**src/pkg/rgc_pkg.sv**
```systemverilog
/*
 Shared constants of the receive gain, level and channel filter block:
 register offsets, field positions, reset values and lookup tables.
 Assumes a 32-bit AXI4-Lite register bus with byte addresses.
*/
package rgc_pkg;
    // Register byte offsets
    localparam int ADDR_W = 8;
    localparam logic [7:0] OFS_CTRL = 8'h00;
    localparam logic [7:0] OFS_WIDTH = 8'h04;
    localparam logic [7:0] OFS_LIMA = 8'h08;
    localparam logic [7:0] OFS_LIMB = 8'h0C;
    localparam logic [7:0] OFS_LIVE = 8'h10;
    localparam logic [7:0] OFS_PKT = 8'h14;
    // Field positions
    localparam int CTRL_COMP_LSB = 0;
    localparam int CTRL_AVG_LSB = 5;
    localparam int CTRL_CAL_BIT = 8;
    localparam int CTRL_BUSY_BIT = 16;
    localparam int WIDTH_EXP_LSB = 0;
    localparam int WIDTH_MANT_LSB = 3;
    localparam int LIVE_GAIN_LSB = 8;
    localparam int LIVE_MODEM_LSB = 16;
    localparam int PKT_SNR_LSB = 8;
    // Values after reset
    localparam logic [4:0] COMP_RST = 5'h00;
    localparam logic [2:0] AVG_RST = 3'h2;
    localparam logic [4:0] WIDTH_RST = 5'h15;
    localparam logic [7:0] LIM_RST [5] = '{8'hB0, 8'hBA, 8'hC4, 8'hCE, 8'hD8};
    // Gain step codes, weakest input first
    localparam logic [2:0] LNA_CODE [6] = '{3'h1, 3'h2, 3'h3, 3'h4, 3'h6, 3'h7};
    // Bandwidth mantissa codes 0..2 and their values
    localparam logic [1:0] MANT_RSVD = 2'h3;
    localparam logic [2:0] EXP_RSVD = 3'h0;
    localparam logic [4:0] MANT_VAL [3] = '{5'h10, 5'h14, 5'h18};
    // Channel filter taps, symmetric low pass
    localparam int FIR_TAPS = 16;
    localparam int FIR_COEF [16] = '{-1, -2, -3, 0, 8, 20, 32, 40, 40, 32, 20, 8, 0, -3, -2, -1};
    // Bus responses
    localparam logic [1:0] RESP_OKAY = 2'h0;
    localparam logic [1:0] RESP_SLVERR = 2'h2;
endpackage

```
**src/logic/rgc_chan_fir.sv**
```systemverilog
/*
 Sixteen-tap channel filter with a registered output.
 Assumes samples arrive with a one-cycle valid on the reference clock.
*/
`timescale 1ns/100ps
module rgc_chan_fir #(
    parameter int DATA_W = 12,
    parameter int COEF_W = 8,
    parameter int TAPS = rgc_pkg::FIR_TAPS,
    parameter int OUT_W = DATA_W + COEF_W + 4
) (
    // Clock and reset
    input wire logic i_ref_clk,
    input wire logic i_arst_n,
    // Sample in
    input wire logic signed [DATA_W-1:0] i_sample,
    input wire logic i_valid,
    // Filtered sample out
    output logic signed [OUT_W-1:0] o_sample,
    output logic o_valid
);
    import rgc_pkg::*;

    logic signed [DATA_W-1:0] tap_reg [TAPS];
    logic signed [DATA_W-1:0] tap_next [TAPS];
    logic signed [OUT_W-1:0] sum_next;
    logic signed [OUT_W-1:0] out_reg;
    logic valid_reg;

    // Delay line, one stage per tap
    genvar k;
    generate
        for (k = 0; k < TAPS; k++) begin : g_tap
            always_comb begin
                tap_next[k] = tap_reg[k];
                if (i_valid) begin
                    tap_next[k] = (k == 0) ? i_sample : tap_reg[(k == 0) ? 0 : k - 1];
                end
            end
            always_ff @(posedge i_ref_clk or negedge i_arst_n) begin
                if (!i_arst_n) begin
                    tap_reg[k] <= '0;
                end else begin
                    tap_reg[k] <= tap_next[k];
                end
            end
        end
    endgenerate

    // Weighted sum over the new window, so output lags input by one cycle
    always_comb begin
        sum_next = '0;
        for (int j = 0; j < TAPS; j++) begin
            sum_next = OUT_W'(sum_next + OUT_W'(tap_next[j]) * OUT_W'($signed(COEF_W'(FIR_COEF[j]))));
        end
    end

    always_ff @(posedge i_ref_clk or negedge i_arst_n) begin
        if (!i_arst_n) begin
            out_reg <= '0;
            valid_reg <= 1'b0;
        end else begin
            out_reg <= i_valid ? sum_next : out_reg;
            valid_reg <= i_valid;
        end
    end

    assign o_sample = out_reg;
    assign o_valid = valid_reg;
endmodule // rgc_chan_fir

```
**src/logic/rgc_rx_level.sv**
```systemverilog
/*
 Receive gain step selection, signal level measurement with averaging,
 spread-spectrum modem level capture, channel width setting and the
 channel filter, behind an AXI4-Lite register slave.
 Assumes front end and modem inputs are produced on the reference clock.
*/
// The implementer's own choices: the AXI4-Lite slave port and the placing of the registers.
`timescale 1ns/100ps
// Operation
// - Six gain steps chosen from five ascending limits
// - Reading is minus twice level plus compensation
// - Compensation spans -16 to +15 dB
// - Average over two to 256 samples
// - Sample rate four times bandwidth sets response
// - Calibration launch restarts level measurement
// - Packet level averages live level; live always readable
// - Channel filter is sixteen-tap FIR
// - Bandwidth is reference over mantissa times power
// - Mantissa codes 16,20,24; exponent 1 to 7
module rgc_rx_level (
    // Clock and reset
    input wire logic i_ref_clk,
    input wire logic i_arst_n,
    // AXI4-Lite write
    input wire logic [rgc_pkg::ADDR_W-1:0] i_awaddr,
    input wire logic i_awvalid,
    output logic o_awready,
    input wire logic [31:0] i_wdata,
    input wire logic [3:0] i_wstrb,
    input wire logic i_wvalid,
    output logic o_wready,
    output logic [1:0] o_bresp,
    output logic o_bvalid,
    input wire logic i_bready,
    // AXI4-Lite read
    input wire logic [rgc_pkg::ADDR_W-1:0] i_araddr,
    input wire logic i_arvalid,
    output logic o_arready,
    output logic [31:0] o_rdata,
    output logic [1:0] o_rresp,
    output logic o_rvalid,
    input wire logic i_rready,
    // Front end
    input wire logic signed [7:0] i_rf_level,
    input wire logic signed [11:0] i_if_sample,
    input wire logic i_if_valid,
    // Spread-spectrum modem
    input wire logic [7:0] i_modem_level,
    input wire logic [7:0] i_noise_ratio,
    input wire logic i_header_valid_event,
    input wire logic i_receive_done_event,
    // Results
    output logic [2:0] o_lna_gain_code,
    output logic [7:0] o_signal_level_reading,
    output logic signed [23:0] o_filt_sample,
    output logic o_filt_valid
);
    import rgc_pkg::*;

    // Bus state
    logic aw_hold_reg, aw_hold_next, w_hold_reg, w_hold_next;
    logic [ADDR_W-1:0] aw_addr_reg, aw_addr_next;
    logic [31:0] w_data_reg, w_data_next;
    logic [3:0] w_strb_reg, w_strb_next;
    logic bvalid_reg, bvalid_next, rvalid_reg, rvalid_next;
    logic [1:0] bresp_reg, bresp_next, rresp_reg, rresp_next;
    logic [31:0] rdata_reg, rdata_next;
    logic do_write;
    // Settings
    logic [4:0] comp_reg, comp_next, width_reg, width_next;
    logic [2:0] avg_reg, avg_next;
    logic [7:0] lim_reg [5];
    logic [7:0] lim_next [5];
    logic cal_start;
    // Measurement state
    logic [12:0] div_reg, div_next, period;
    logic sample_en;
    logic [7:0] cnt_reg, cnt_next, target_cnt, lvl, reading_reg, reading_next;
    logic [15:0] acc_reg, acc_next, acc_sum;
    logic signed [10:0] lvl_full;
    logic cal_busy_reg, cal_busy_next;
    logic [2:0] gain_reg, gain_next;
    // Modem state
    logic [7:0] live_reg, pkt_avg_reg, pkt_avg_next, pkt_lvl_reg, pkt_lvl_next;
    logic [7:0] snr_reg, snr_next;
    logic signed [9:0] pkt_diff;

    // Handshakes; one write and one read in flight
    assign o_awready = !aw_hold_reg && !bvalid_reg;
    assign o_wready = !w_hold_reg && !bvalid_reg;
    assign o_arready = !rvalid_reg;
    assign do_write = aw_hold_reg && w_hold_reg && !bvalid_reg;

    // Address and data are latched apart so either may come first
    always_comb begin
        aw_hold_next = aw_hold_reg;
        aw_addr_next = aw_addr_reg;
        w_hold_next = w_hold_reg;
        w_data_next = w_data_reg;
        w_strb_next = w_strb_reg;
        bvalid_next = bvalid_reg;
        bresp_next = bresp_reg;
        if (i_awvalid && o_awready) begin
            aw_hold_next = 1'b1;
            aw_addr_next = i_awaddr;
        end
        if (i_wvalid && o_wready) begin
            w_hold_next = 1'b1;
            w_data_next = i_wdata;
            w_strb_next = i_wstrb;
        end
        if (do_write) begin
            aw_hold_next = 1'b0;
            w_hold_next = 1'b0;
            bvalid_next = 1'b1;
            bresp_next = (aw_addr_reg <= OFS_PKT && aw_addr_reg[1:0] == 2'h0) ? RESP_OKAY : RESP_SLVERR;
        end else if (bvalid_reg && i_bready) begin
            bvalid_next = 1'b0;
        end
    end

    // Read answer is registered one cycle after the address is taken
    always_comb begin
        rvalid_next = rvalid_reg;
        rdata_next = rdata_reg;
        rresp_next = rresp_reg;
        if (i_arvalid && o_arready) begin
            rvalid_next = 1'b1;
            rresp_next = RESP_OKAY;
            rdata_next = '0;
            unique case (i_araddr)
                OFS_CTRL: begin
                    rdata_next[CTRL_COMP_LSB +: 5] = comp_reg;
                    rdata_next[CTRL_AVG_LSB +: 3] = avg_reg;
                    rdata_next[CTRL_BUSY_BIT] = cal_busy_reg;
                end
                OFS_WIDTH: rdata_next[4:0] = width_reg;
                OFS_LIMA: rdata_next = {lim_reg[3], lim_reg[2], lim_reg[1], lim_reg[0]};
                OFS_LIMB: rdata_next[7:0] = lim_reg[4];
                OFS_LIVE: begin
                    rdata_next[7:0] = reading_reg;
                    rdata_next[LIVE_GAIN_LSB +: 3] = gain_reg;
                    rdata_next[LIVE_MODEM_LSB +: 8] = live_reg;
                end
                OFS_PKT: begin
                    rdata_next[7:0] = pkt_lvl_reg;
                    rdata_next[PKT_SNR_LSB +: 8] = snr_reg;
                end
                default: rresp_next = RESP_SLVERR;
            endcase
        end else if (rvalid_reg && i_rready) begin
            rvalid_next = 1'b0;
        end
    end

    // Settings written through byte strobes
    always_comb begin
        comp_next = comp_reg;
        avg_next = avg_reg;
        width_next = width_reg;
        lim_next = lim_reg;
        cal_start = 1'b0;
        if (do_write && aw_addr_reg == OFS_CTRL && w_strb_reg[0]) begin
            comp_next = w_data_reg[CTRL_COMP_LSB +: 5];
            avg_next = w_data_reg[CTRL_AVG_LSB +: 3];
        end
        if (do_write && aw_addr_reg == OFS_CTRL && w_strb_reg[1]) begin
            cal_start = w_data_reg[CTRL_CAL_BIT];
        end
        // Reserved codes would give a bogus divider period, so they are dropped
        if (do_write && aw_addr_reg == OFS_WIDTH && w_strb_reg[0]
            && w_data_reg[WIDTH_MANT_LSB +: 2] != MANT_RSVD
            && w_data_reg[WIDTH_EXP_LSB +: 3] != EXP_RSVD) begin
            width_next = w_data_reg[4:0];
        end
        for (int b = 0; b < 4; b++) begin
            if (do_write && aw_addr_reg == OFS_LIMA && w_strb_reg[b]) begin
                lim_next[b] = w_data_reg[8*b +: 8];
            end
        end
        if (do_write && aw_addr_reg == OFS_LIMB && w_strb_reg[0]) begin
            lim_next[4] = w_data_reg[7:0];
        end
    end

    // Sample rate is four times the bandwidth: one sample per mantissa times 2^exp clocks
    assign period = 13'({8'h00, MANT_VAL[width_reg[WIDTH_MANT_LSB +: 2]]} << width_reg[WIDTH_EXP_LSB +: 3]);
    assign sample_en = (div_reg >= 13'(period - 13'h0001)); // Shorter period after a width write must not overrun
    assign div_next = sample_en ? 13'h0000 : 13'(div_reg + 13'h0001);

    // Level in half-dB units, clamped into the unsigned reading range
    assign lvl_full = {{6{comp_reg[4]}}, comp_reg} - ({{3{i_rf_level[7]}}, i_rf_level} <<< 1);
    assign lvl = (lvl_full < 0) ? 8'h00 : (lvl_full > 11'sd255) ? 8'hFF : lvl_full[7:0];
    assign target_cnt = 8'((9'h002 << avg_reg) - 9'h001);
    assign acc_sum = 16'(acc_reg + {8'h00, lvl});

    // Averaging block; a calibration launch restarts it and wins over completion
    always_comb begin
        acc_next = acc_reg;
        cnt_next = cnt_reg;
        reading_next = reading_reg;
        cal_busy_next = cal_busy_reg;
        if (sample_en) begin
            acc_next = acc_sum;
            cnt_next = 8'(cnt_reg + 8'h01);
            if (cnt_reg >= target_cnt) begin
                reading_next = 8'(acc_sum >> (4'(avg_reg) + 4'h1));
                acc_next = '0;
                cnt_next = '0;
                cal_busy_next = 1'b0;
            end
        end
        if (cal_start) begin
            acc_next = '0;
            cnt_next = '0;
            cal_busy_next = 1'b1;
        end
    end

    // Gain step from five ascending limits
    always_comb begin
        gain_next = LNA_CODE[5];
        for (int s = 4; s >= 0; s--) begin
            if (i_rf_level <= $signed(lim_reg[s])) begin
                gain_next = LNA_CODE[s];
            end
        end
    end

    // Packet level is a running quarter-step average seeded at header
    assign pkt_diff = $signed({2'b00, live_reg}) - $signed({2'b00, pkt_avg_reg});
    always_comb begin
        pkt_avg_next = pkt_avg_reg;
        pkt_lvl_next = pkt_lvl_reg;
        snr_next = snr_reg;
        if (i_header_valid_event) begin
            pkt_avg_next = live_reg;
        end else if (sample_en) begin
            pkt_avg_next = 8'($signed({2'b00, pkt_avg_reg}) + (pkt_diff >>> 2));
        end
        if (i_receive_done_event) begin
            pkt_lvl_next = pkt_avg_reg;
            snr_next = i_noise_ratio;
        end
    end

    // All state registers
    always_ff @(posedge i_ref_clk or negedge i_arst_n) begin
        if (!i_arst_n) begin
            aw_hold_reg <= 1'b0;
            aw_addr_reg <= '0;
            w_hold_reg <= 1'b0;
            w_data_reg <= '0;
            w_strb_reg <= '0;
            bvalid_reg <= 1'b0;
            bresp_reg <= RESP_OKAY;
            rvalid_reg <= 1'b0;
            rdata_reg <= '0;
            rresp_reg <= RESP_OKAY;
            comp_reg <= COMP_RST;
            avg_reg <= AVG_RST;
            width_reg <= WIDTH_RST;
            lim_reg <= LIM_RST;
            div_reg <= '0;
            acc_reg <= '0;
            cnt_reg <= '0;
            reading_reg <= '0;
            cal_busy_reg <= 1'b0;
            gain_reg <= LNA_CODE[0];
            live_reg <= '0;
            pkt_avg_reg <= '0;
            pkt_lvl_reg <= '0;
            snr_reg <= '0;
        end else begin
            aw_hold_reg <= aw_hold_next;
            aw_addr_reg <= aw_addr_next;
            w_hold_reg <= w_hold_next;
            w_data_reg <= w_data_next;
            w_strb_reg <= w_strb_next;
            bvalid_reg <= bvalid_next;
            bresp_reg <= bresp_next;
            rvalid_reg <= rvalid_next;
            rdata_reg <= rdata_next;
            rresp_reg <= rresp_next;
            comp_reg <= comp_next;
            avg_reg <= avg_next;
            width_reg <= width_next;
            lim_reg <= lim_next;
            div_reg <= div_next;
            acc_reg <= acc_next;
            cnt_reg <= cnt_next;
            reading_reg <= reading_next;
            cal_busy_reg <= cal_busy_next;
            gain_reg <= gain_next;
            live_reg <= i_modem_level;
            pkt_avg_reg <= pkt_avg_next;
            pkt_lvl_reg <= pkt_lvl_next;
            snr_reg <= snr_next;
        end
    end

    // Channel filter
    rgc_chan_fir #(
        .DATA_W(12),
        .COEF_W(8),
        .TAPS(FIR_TAPS),
        .OUT_W(24)
    ) u_fir (
        .i_ref_clk(i_ref_clk),
        .i_arst_n(i_arst_n),
        .i_sample(i_if_sample),
        .i_valid(i_if_valid),
        .o_sample(o_filt_sample),
        .o_valid(o_filt_valid)
    );

    assign o_bvalid = bvalid_reg;
    assign o_bresp = bresp_reg;
    assign o_rvalid = rvalid_reg;
    assign o_rdata = rdata_reg;
    assign o_rresp = rresp_reg;
    assign o_lna_gain_code = gain_reg;
    assign o_signal_level_reading = reading_reg;
endmodule // rgc_rx_level

```
**config.mk**
```make
export PLATFORM = sky130hd
export DESIGN_NAME = rgc_rx_level
export DESIGN_NICKNAME = d
export VERILOG_FILES = /design/src/pkg/rgc_pkg.sv /design/src/logic/rgc_chan_fir.sv /design/src/logic/rgc_rx_level.sv
export SDC_FILE = /design/constraint.sdc
export NUM_CORES = 1
export LEC_CHECK = 0
export BUFFER_PORTS_ARGS = -buffer_cell sky130_fd_sc_hd__buf_2
export CAP_MARGIN = 10
export CORE_MARGIN = 5
export CORE_UTILIZATION = 50
export DETAILED_ROUTE_END_ITERATION = 8
export GPL_ROUTABILITY_DRIVEN = 0
export PLACE_DENSITY_LB_ADDON = 0.1
export RECOVER_POWER = 25
export SETUP_SLACK_MARGIN = 0.2
export SYNTH_ARGS = -nofsm -noshare
export SYNTH_HDL_FRONTEND = slang
export SYNTH_HIERARCHICAL = 1
export SYNTH_SLANG_ARGS = --single-unit
```
**constraint.sdc**
```tcl
create_clock -name i_ref_clk -period 11.2 [get_ports i_ref_clk]
set_input_delay 0.56 -clock i_ref_clk [delete_from_list [all_inputs] [get_ports i_ref_clk]]
set_output_delay 0.56 -clock i_ref_clk [all_outputs]
set_load 0.02 [all_outputs]
```
==> out/metrics.csv, run 1 <==
metric,value,unit
fin_cells,3958,
async_flop_share,100,%
antenna_found_initial,5,
synth_edf_count,0,
grt-ovfl-total,0,
die_h,261,um
clk_latency,0.62,ns
postCtsSetupBuffers,0,
synthCells,2907,
placed_cells,3860,
ys_ff_latch,433,
holdBufCountCts,0,
ios,175,
critPathSlowestCell,clkbuf_1,
synth.largest_area_cell,dfrtp_1,
ys.flop_type,dfrtp_1,
dr.pass1.iters,8,
synthTopCellsByArea,"dfrtp_1 (32%), fa_1 (15%), ha_1 (11%), mux2_2 (6.6%), inv_1 (5.4%)",
timing_worst_setup_path_type,input port to flop,
cp.required,11.68,ns
dp_hpwl,61.2,mm
via_per_inst,5.34,
violations,"max-capacitance violations, max-slew violations",
drive_gt1_share,15.9,%
initial_utilization,50.1,%
status,"finished, violations left",
yosysMostFrequentCell,inv_1,
cts_resized,0,
drc,0,
crit_arrival,10.05,ns
clock.fmax,105,MHz
htree_num_levels,2,
seq_area_frac_synth,34.6,%
max_slew.worst_pin.slew,5.64,ns
yosysUniqueCellTypes,94,
clock-sinks,433,
num_rows,92,
cts_buffer_depth,3,
cts_buffers,51,
die_area,0.0680,mm^2
min_path_type,input port to flop,
critPathCaptureType,flop,
largest_reg_flops,192,
antenna_left,0,
cts-root-buf,clkbuf_16,
cp_common_cell,fa_1,
grt_pass1_wl,124,mm
die_w,261,um
grt_setup_unrepaired,no,
drt-wirelength-per-cell,19.5,um
worstSetupStartpointType,input port,
synth.cell_area,0.0314,mm^2
slowest_delay,0.99,ns
fin_skew,0.0300,ns
hold_viol,0,
core,0.0627,mm^2
cap_violations,3,
grt_pass1_vias,22878,
slew_headroom,-276,%
nets,3675,
drv_slew,245,
track_usage,22.9,%
fin_crit_sh,85.4,%
totalNegativeSetupSlack,0,ns
syn_area_per_cell,10.8,um^2
path_max_fanout,95,
port_buffers,172,
synth_common_cells,"inv_1 (452), dfrtp_1 (408), ha_1 (270)",
yosys_warnings,6,
area_delta_synth_final,11.2,%
vias,21139,
drt_wl_total,77.2,mm
finalSetupViolations,0,
clkTransAtPathRegs,0.06,ns
min_period,9.57,ns
cts_tree,done,
drtIter0Drc,1164,
grt_max_degree,100,
synth_top_area_share,32.5,%
==> cell usage in the layout, fill, tap and decap left out, types with 40 or more instances in the layout <==
cell	n
xor2_1	40
clkbuf_16	51
xnor2_1	104
fa_1	240
mux2i_1	73
mux2_2	155
a21oi_1	86
o21ai_0	112
buf_2	169
nor3_1	50
nand2_1	155
mux2_1	117
inv_1	453
nor2_1	128
ha_1	270
dfrtp_1	408
==> logic make-up after synthesis <==
kind of cell / count (synthesis) / synth area share (%)
AO/OA/AOI/OAI: 448 / 9.20
XOR/XNOR: 146 / 4.09
adder cells (fa/ha/maj): 510 / 26.0
buffers and inverters: 538 / 6.49
flip-flops: 433 / 34.6
multiplexers: 350 / 12.4
other: 1 / 0.0119
AND/OR/NAND/NOR: 481 / 7.23
==> per-layer routing <==
metal  track usage [%]  vias up  share of wire, %
li1                  -    10049                 -
met1              31.2    10610                45
met2              39.1      357                49
met3              2.99      121               3.8
met4              5.62        2               2.4
met5                 0        -             0.017
==> final timing paths <==
check / end / from / cells past startpoint / slack, ns
max: u_fir/o_sample[23] / i_if_valid / 31 / 1.63
min: live_reg[0] / i_modem_level[0] / 1 / 0.05
max reg2reg: u_fir/o_sample[23] / u_fir/tap_reg[28] / 33 / 2.17
min reg2reg: o_rdata[17] / o_rdata[17] / 2 / 0.47
max in group asynchronous: pkt_lvl_reg[1] / i_arst_n / 2 / 3.70
min in group asynchronous: acc_reg[12] / i_arst_n / 1 / 2.04
==> metrics by stage <==
step / utilization (%) / worst slack, ns / area [um^2] / hold slack, ns
3_5_place_dp: 52.9 / 1.16 / 33200 / 0.465
6_report: 55.7 / 1.63 / 35000 / 0.0461
3_3_place_gp: 52.9 / 1.39 / 33200 / 0.458
4_1_cts: 55.8 / 1.80 / 35000 / 0.00395
5_1_grt: 55.7 / 1.09 / 35000 / 0.0132
2_1_floorplan: - / 1.12 / 31400 / 0.264
==> area by class of cell <==
class | instances | area, um^2
inverters | 457 | 1720
clock inverters | 30 | 378
well taps | 846 | 1060
repair buffers | 187 | 970
diodes | 2 | 5.00
multi-input cells | 1937 | 18600
flip-flops and latches | 433 | 10900
fillers | 5427 | 27800
clock buffers | 66 | 1420
==> critical path: cells and delay by family <==
| kind | cells | cell delay, ns |
|---|---|---|
| adders and majority gates | 9 | 3.84 |
| muxes | 2 | 0.71 |
| AOI/OAI and AO/OA | 9 | 2.23 |
| xor gates and xnor gates | 2 | 0.29 |
| buffers and inverters | 6 | 1.85 |
| and+or+nand+nor | 3 | 0.55 |
Power of run 1 is not shown: default switching activity piles up to over one toggle a cycle in this logic, so the estimate is an artifact.
==> run 2: changes to the inputs <==
- PLACE_DENSITY: unset -> 0.63
- PLACE_DENSITY_LB_ADDON: 0.1 -> unset
==> out/metrics.csv, run 2 (synthesis gave the netlist of run 1 again) <==
metric,value,unit,change
critPathCaptureType,flop,,unchanged
multiInputGateArea,0.0186,mm^2,unchanged
cts_tree,done,,unchanged
drc,0,,unchanged
antenna_found_initial,4,,was 5
htree_num_levels,2,,unchanged
fin_skew,0.0433,ns,was 0.0300 ns
die_h,261,um,unchanged
die_area,0.0680,mm^2,unchanged
mostFrequentLayoutCell,inv_1,,unchanged
final.fill_count,5368,,was 5427
cts_resized,0,,unchanged
regArea,0.0109,mm^2,unchanged
initial_utilization,50.1,%,unchanged
grt_pass1_vias,22287,,was 22878
clkTransAtPathRegs,0.07,ns,was 0.06 ns
min_path_type,input port to flop,,unchanged
grt.busiest_layer,met2,,unchanged
clock-sinks,433,,unchanged
drv_slew,142,,was 245
crit_arrival,10.10,ns,was 10.05 ns
violations,"max-capacitance violations, max-slew violations",,unchanged
finalSetupViolations,0,,unchanged
hold_viol,0,,unchanged
status,"finished, violations left",,unchanged
design_area,0.0350,mm^2,about the same
use_met3,3.12,%,was 2.99%
dr.pass1.iters,5,,was 8
clock.fmax,104,MHz,was 105 MHz
min_period,9.63,ns,was 9.57 ns
dp_hpwl,59.3,mm,was 61.2 mm
fin_crit_sh,86.0,%,was 85.4%
via_per_inst,5.33,,was 5.34
hold_depth,1,,unchanged
slowest_delay,0.59,ns,was 0.99 ns
cts_buffer_depth,3,,unchanged
grt_util_met2,37.3,%,was 39.1%
timing_worst_setup_path_type,input port to flop,,unchanged
slew_headroom,-306,%,was -276%
totalNegativeSetupSlack,0,ns,unchanged
track_usage,22.7,%,was 22.9%
port_buffers,172,,unchanged
die_w,261,um,unchanged
drt-wirelength-per-cell,19.2,um,was 19.5 um
cts_buffers,50,,was 51
antenna_left,0,,unchanged
critPathSlowestCell,xnor2_1,,was clkbuf_1
core,0.0627,mm^2,unchanged
nets,3674,,was 3675
grt_use_met1,31.6,%,was 31.2%
largest_reg_flops,192,,unchanged
cp.required,11.67,ns,was 11.68 ns
rr_worst_depth,33,,unchanged
grt_max_degree,113,,was 100
clk_latency,0.62,ns,about the same
drive_gt1_share,15.7,%,was 15.9%
antenna_cells,0,,was 2
drt_wl_total,75.7,mm,was 77.2 mm
dpl_cell_area,0.0332,mm^2,about the same
worstSetupStartpointType,input port,,unchanged
cts-root-buf,clkbuf_16,,unchanged
grt_setup_unrepaired,no,,unchanged
ios,175,,unchanged
area_delta_synth_final,11.4,%,was 11.2%
grt-ovfl-total,0,,unchanged
num_rows,92,,unchanged
layout_common_cells,"inv_1 (452), dfrtp_1 (408), ha_1 (270)",,"was inv_1 (453), dfrtp_1 (408), ha_1 (270)"
grt_pass1_wl,123,mm,was 124 mm
vias,21051,,was 21139
drtIter0Drc,1181,,was 1164
max_slew.worst_pin.slew,6.08,ns,was 5.64 ns
path_max_fanout,111,,was 95
cap_violations,2,,was 3
-- run 2: repair_timing --
item / in CTS / in global routing
buffers inserted: 0 / 0
hold endpoints to repair: 1 / 0
endpoints found under the setup margin: 0 / 0
hold buffers: 1 / 0
-- run 2: per-layer routing --
metal | routed length (um) | vias up
met3 | 3470 | 134
met5 | 26 | -
li1 | - | 10036
met1 | 34100 | 10444
met2 | 35900 | 433
met4 | 2210 | 4
-- run 2: through the flow --
| stage | std cells | util (%) | hold slack [ns] | worst slack [ns] |
|---|---|---|---|---|
| floorplan | 2908 | - | 0.264 | 1.12 |
| global placement | 3859 | 52.9 | 0.457 | 1.39 |
| detailed placement | 3859 | 52.9 | 0.465 | 1.11 |
| CTS | 3952 | 55.8 | 0.000466 | 1.70 |
| global route | 3952 | 55.8 | 0.0169 | 0.985 |
| finish | 3952 | 55.8 | 0.0410 | 1.57 |
-- run 2: final cells by class --
| class | count | area share, % |
|---|---|---|
| Timing Repair Buffer | 187 | 2.79 |
| Clock inverter | 29 | 1.29 |
| Sequential cell | 433 | 31.0 |
| Tap cell | 846 | 3.02 |
| Inverter | 457 | 4.90 |
| Clock buffer | 63 | 3.97 |
| Multi-Input combinational cell | 1937 | 53.0 |
-- run 2: final timing paths --
check                      slack, ns               from                  to
setup / recovery                1.57         i_if_valid  u_fir/o_sample[23]
hold / removal                  0.04   i_modem_level[4]         live_reg[4]
setup reg to reg                1.95  u_fir/tap_reg[40]  u_fir/o_sample[23]
hold reg to reg                 0.47        o_rdata[25]         o_rdata[25]
max in group asynchronous       5.03           i_arst_n         acc_reg[10]
min in group asynchronous       2.15           i_arst_n         o_rdata[21]
-- run 2: worst max-delay path: cells and delay by family --
| kind | cells | cell delay, ns |
|---|---|---|
| AOI/OAI and AO/OA | 10 | 2.08 |
| muxes | 2 | 0.58 |
| xor gates and xnor gates | 3 | 0.84 |
| and+or+nand+nor | 2 | 0.23 |
| buffers and inverters | 7 | 1.28 |
| adders and majority gates | 10 | 4.39 |
Power of run 2 is left out for the same reason.
==> run 3: changes to the inputs <==
- SYNTH_HIERARCHICAL: 1 -> unset
==> out/metrics.csv, run 3 <==
metric,value,unit,change
worstSetupStartpoint,i_if_valid,,unchanged
grt_max_degree,148,,was 113
grt_setup_unrepaired,no,,unchanged
ys.flop_type,dfrtp_1,,unchanged
drt-wirelength-per-cell,18.8,um,was 19.2 um
die_area,0.0681,mm^2,was 0.0680 mm^2
core,0.0627,mm^2,unchanged
worstHoldStart,i_modem_level[7],,was i_modem_level[4]
grt_pass1_wl,121,mm,was 123 mm
die_h,261,um,about the same
nets,3654,,was 3674
cts_resized,0,,unchanged
die_w,261,um,about the same
vias,20834,,was 21051
status,"finished, violations left",,unchanged
finalSetupViolations,0,,unchanged
port_buffers,172,,unchanged
grt_pass1_vias,22543,,was 22287
track_usage,22.2,%,was 22.7%
synth.largest_area_cell,dfrtp_1,,unchanged
holdBufCountCts,4,,was 1
min_period,9.60,ns,was 9.63 ns
mostFrequentLayoutCell,inv_1,,unchanged
crit_arrival,10.08,ns,was 10.10 ns
drt_wl_total,74.0,mm,was 75.7 mm
antenna_left,0,,unchanged
initial_utilization,50.2,%,was 50.1%
cap_violations,1,,was 2
hold_depth,1,,unchanged
cts-root-buf,clkbuf_16,,unchanged
worstSetupStartpointType,input port,,unchanged
synthCells,2881,,was 2907
totalNegativeSetupSlack,0,ns,unchanged
slew_headroom,-199,%,was -306%
timing.rr.end,u_fir.o_sample[22],,was u_fir/o_sample[23]
drv_slew,84,,was 142
layout_common_cells,"inv_1 (463), dfrtp_1 (408), ha_1 (269)",,"was inv_1 (452), dfrtp_1 (408), ha_1 (270)"
clock.fmax,104,MHz,about the same
rrSetupSlack,2.15,ns,was 1.95 ns
clock-sinks,433,,unchanged
min_path_type,input port to flop,,unchanged
whs_endpoint,live_reg[7],,was live_reg[4]
path_max_fanout,84,,was 111
async_flop_share,100,%,unchanged
seq_area_frac_synth,34.5,%,was 34.6%
crit_cells,27,,was 34
area_delta_synth_final,11.4,%,about the same
via_per_inst,5.30,,was 5.33
postCtsSetupBuffers,0,,unchanged
highest_layer,met5,,unchanged
synthTopCellsByArea,"dfrtp_1 (32%), fa_1 (16%), ha_1 (11%), mux2_2 (9.0%), inv_1 (5.5%)",,"was dfrtp_1 (32%), fa_1 (15%), ha_1 (11%), mux2_2 (6.6%), inv_1 (5.4%)"
drtIter0Drc,1138,,was 1181
synth_edf_count,0,,unchanged
hold_viol,0,,unchanged
dp_hpwl,58.3,mm,was 59.3 mm
reg2reg_from,u_fir.tap_reg[99],,was u_fir/tap_reg[40]
wl_met1,33.1,mm,was 34.1 mm
wl_met2,35.5,mm,was 35.9 mm
syn_area_per_cell,10.9,um^2,was 10.8 um^2
synth_common_cells,"inv_1 (463), dfrtp_1 (408), ha_1 (269)",,"was inv_1 (452), dfrtp_1 (408), ha_1 (270)"
fin_crit_sh,85.7,%,was 86.0%
wl_met3,3.05,mm,was 3.47 mm
cp.required,11.68,ns,was 11.67 ns
clk_latency,0.63,ns,was 0.62 ns
cts_tree,done,,unchanged
ios,175,,unchanged
yosysUniqueCellTypes,95,,was 94
final.fill_count,5421,,was 5368
cp_top_family,adder cells,,unchanged
slowest_delay,0.83,ns,was 0.59 ns
critPathCaptureType,flop,,unchanged
cts_buffer_depth,3,,unchanged
synth_top_area_share,32.4,%,was 32.5%
largest_reg_flops,192,,unchanged
critPathBufInv,5,,was 7
dr.pass1.iters,5,,unchanged
critPathSlowestCell,clkbuf_1,,was xnor2_1
num_rows,92,,unchanged
drive_gt1_share,17.2,%,was 15.7%
ys_ff_latch,433,,unchanged
antenna_found_initial,7,,was 4
clkTransAtPathRegs,0.06,ns,was 0.07 ns
max_slew.worst_pin.slew,4.49,ns,was 6.08 ns
fin_skew,0.0660,ns,was 0.0433 ns
cp_common_cell,fa_1,,
synth.cell_area,0.0315,mm^2,was 0.0314 mm^2
grt-ovfl-total,0,,unchanged
htree_num_levels,2,,unchanged
yosys_warnings,0,,was 6
violations,"max-capacitance violations, max-slew violations",,unchanged
drc,0,,unchanged
timing_worst_setup_path_type,input port to flop,,unchanged
yosysMostFrequentCell,inv_1,,unchanged
rr_worst_depth,26,,was 33
cts_buffers,51,,was 50
==> run 3: cell count changes in the layout (fill, tap and decap cells not counted), moves of 9 or more <==
cell	before	now
nand2_1	155	146
a21boi_1	14	1
mux2_2	153	194
nor3_1	50	32
xnor2_1	104	94
xor2_1	40	54
o21ai_1	39	13
mux2_1	119	58
inv_1	452	463
o21bai_1	6	29
a21oi_1	86	100
o31ai_1	6	18
mux2i_1	73	91
nand3_1	24	42
==> run 3: how the worst max path moves through the flow <==
| stage | end |
|---|---|
| final | u_fir.o_sample[22] |
| after global routing | u_fir.o_sample[22] |
| after CTS | u_fir.o_sample[22] |
| after detailed placement | u_fir.o_sample[22] |
| after global placement | u_fir.o_sample[22] |
| after floorplan | u_fir.o_sample[22] |
==> run 3: cells by family (layout without fill, tap and decap cells) <==
family	Yosys count	in the layout	share of synthesized area, %
fa+ha+maj	513	513	26.2
other cells	1	5	0.0119
flops	433	433	34.5
xor+xnor	150	150	4.24
buf+inv	548	751	6.69
simple gates	458	458	6.94
mux	351	351	12.5
compound gates	427	427	8.89
==> run 3: worst register-to-register path: stages (launching register included) <==
cell	delay [ns]
dfrtp_1	0.38
mux2_1	0.38
ha_1	0.31
ha_1	0.24
fa_1	0.43
a21oi_1	0.22
o21ai_1	0.12
a2111oi_0	0.81
o31ai_1	0.26
xor2_1	0.71
inv_1	0.23
fa_1	0.54
fa_1	0.52
inv_1	0.06
fa_1	0.52
fa_1	0.45
fa_1	0.56
inv_1	0.06
fa_1	0.53
inv_1	0.05
ha_1	0.36
and3_1	0.17
a311oi_1	0.41
o21bai_1	0.11
a21oi_1	0.18
xnor2_1	0.08
mux2_2	0.26
==> run 3: cell type report <==
type | instances | area (um^2) | area share [%]
timing repair buffer | 190 | 1020 | 2.92
antenna | 3 | 7.51 | 0.0214
multi-input combinational | 1901 | 18500 | 52.7
clock inverter | 25 | 390 | 1.11
sequential | 433 | 10900 | 31.0
tap | 846 | 1060 | 3.02
inverter | 466 | 1750 | 4.99
clock buffer | 70 | 1480 | 4.22
==> run 3: per-stage QoR <==
stage               setup slack, ns  util, %  hold slack [ns]  area, um^2  std cells
floorplan                      1.60        -            0.264       31500       2882
global placement               1.41     52.9            0.466       33200       3832
detailed placement             1.29     52.9            0.469       33200       3832
CTS                            1.89     55.9         0.000870       35100       3931
global route                   1.16     55.9           0.0138       35000       3933
finish                         1.60     55.9           0.0316       35000       3934
==> run 3: routing by layer <==
layer | global-route usage, % | up-vias
met2 | 36.8 | 353
met3 | 3.46 | 137
met5 | 0 | -
li1 | - | 9931
met1 | 30.5 | 10405
met4 | 6.74 | 8
Power of run 3 is left out for the same reason.
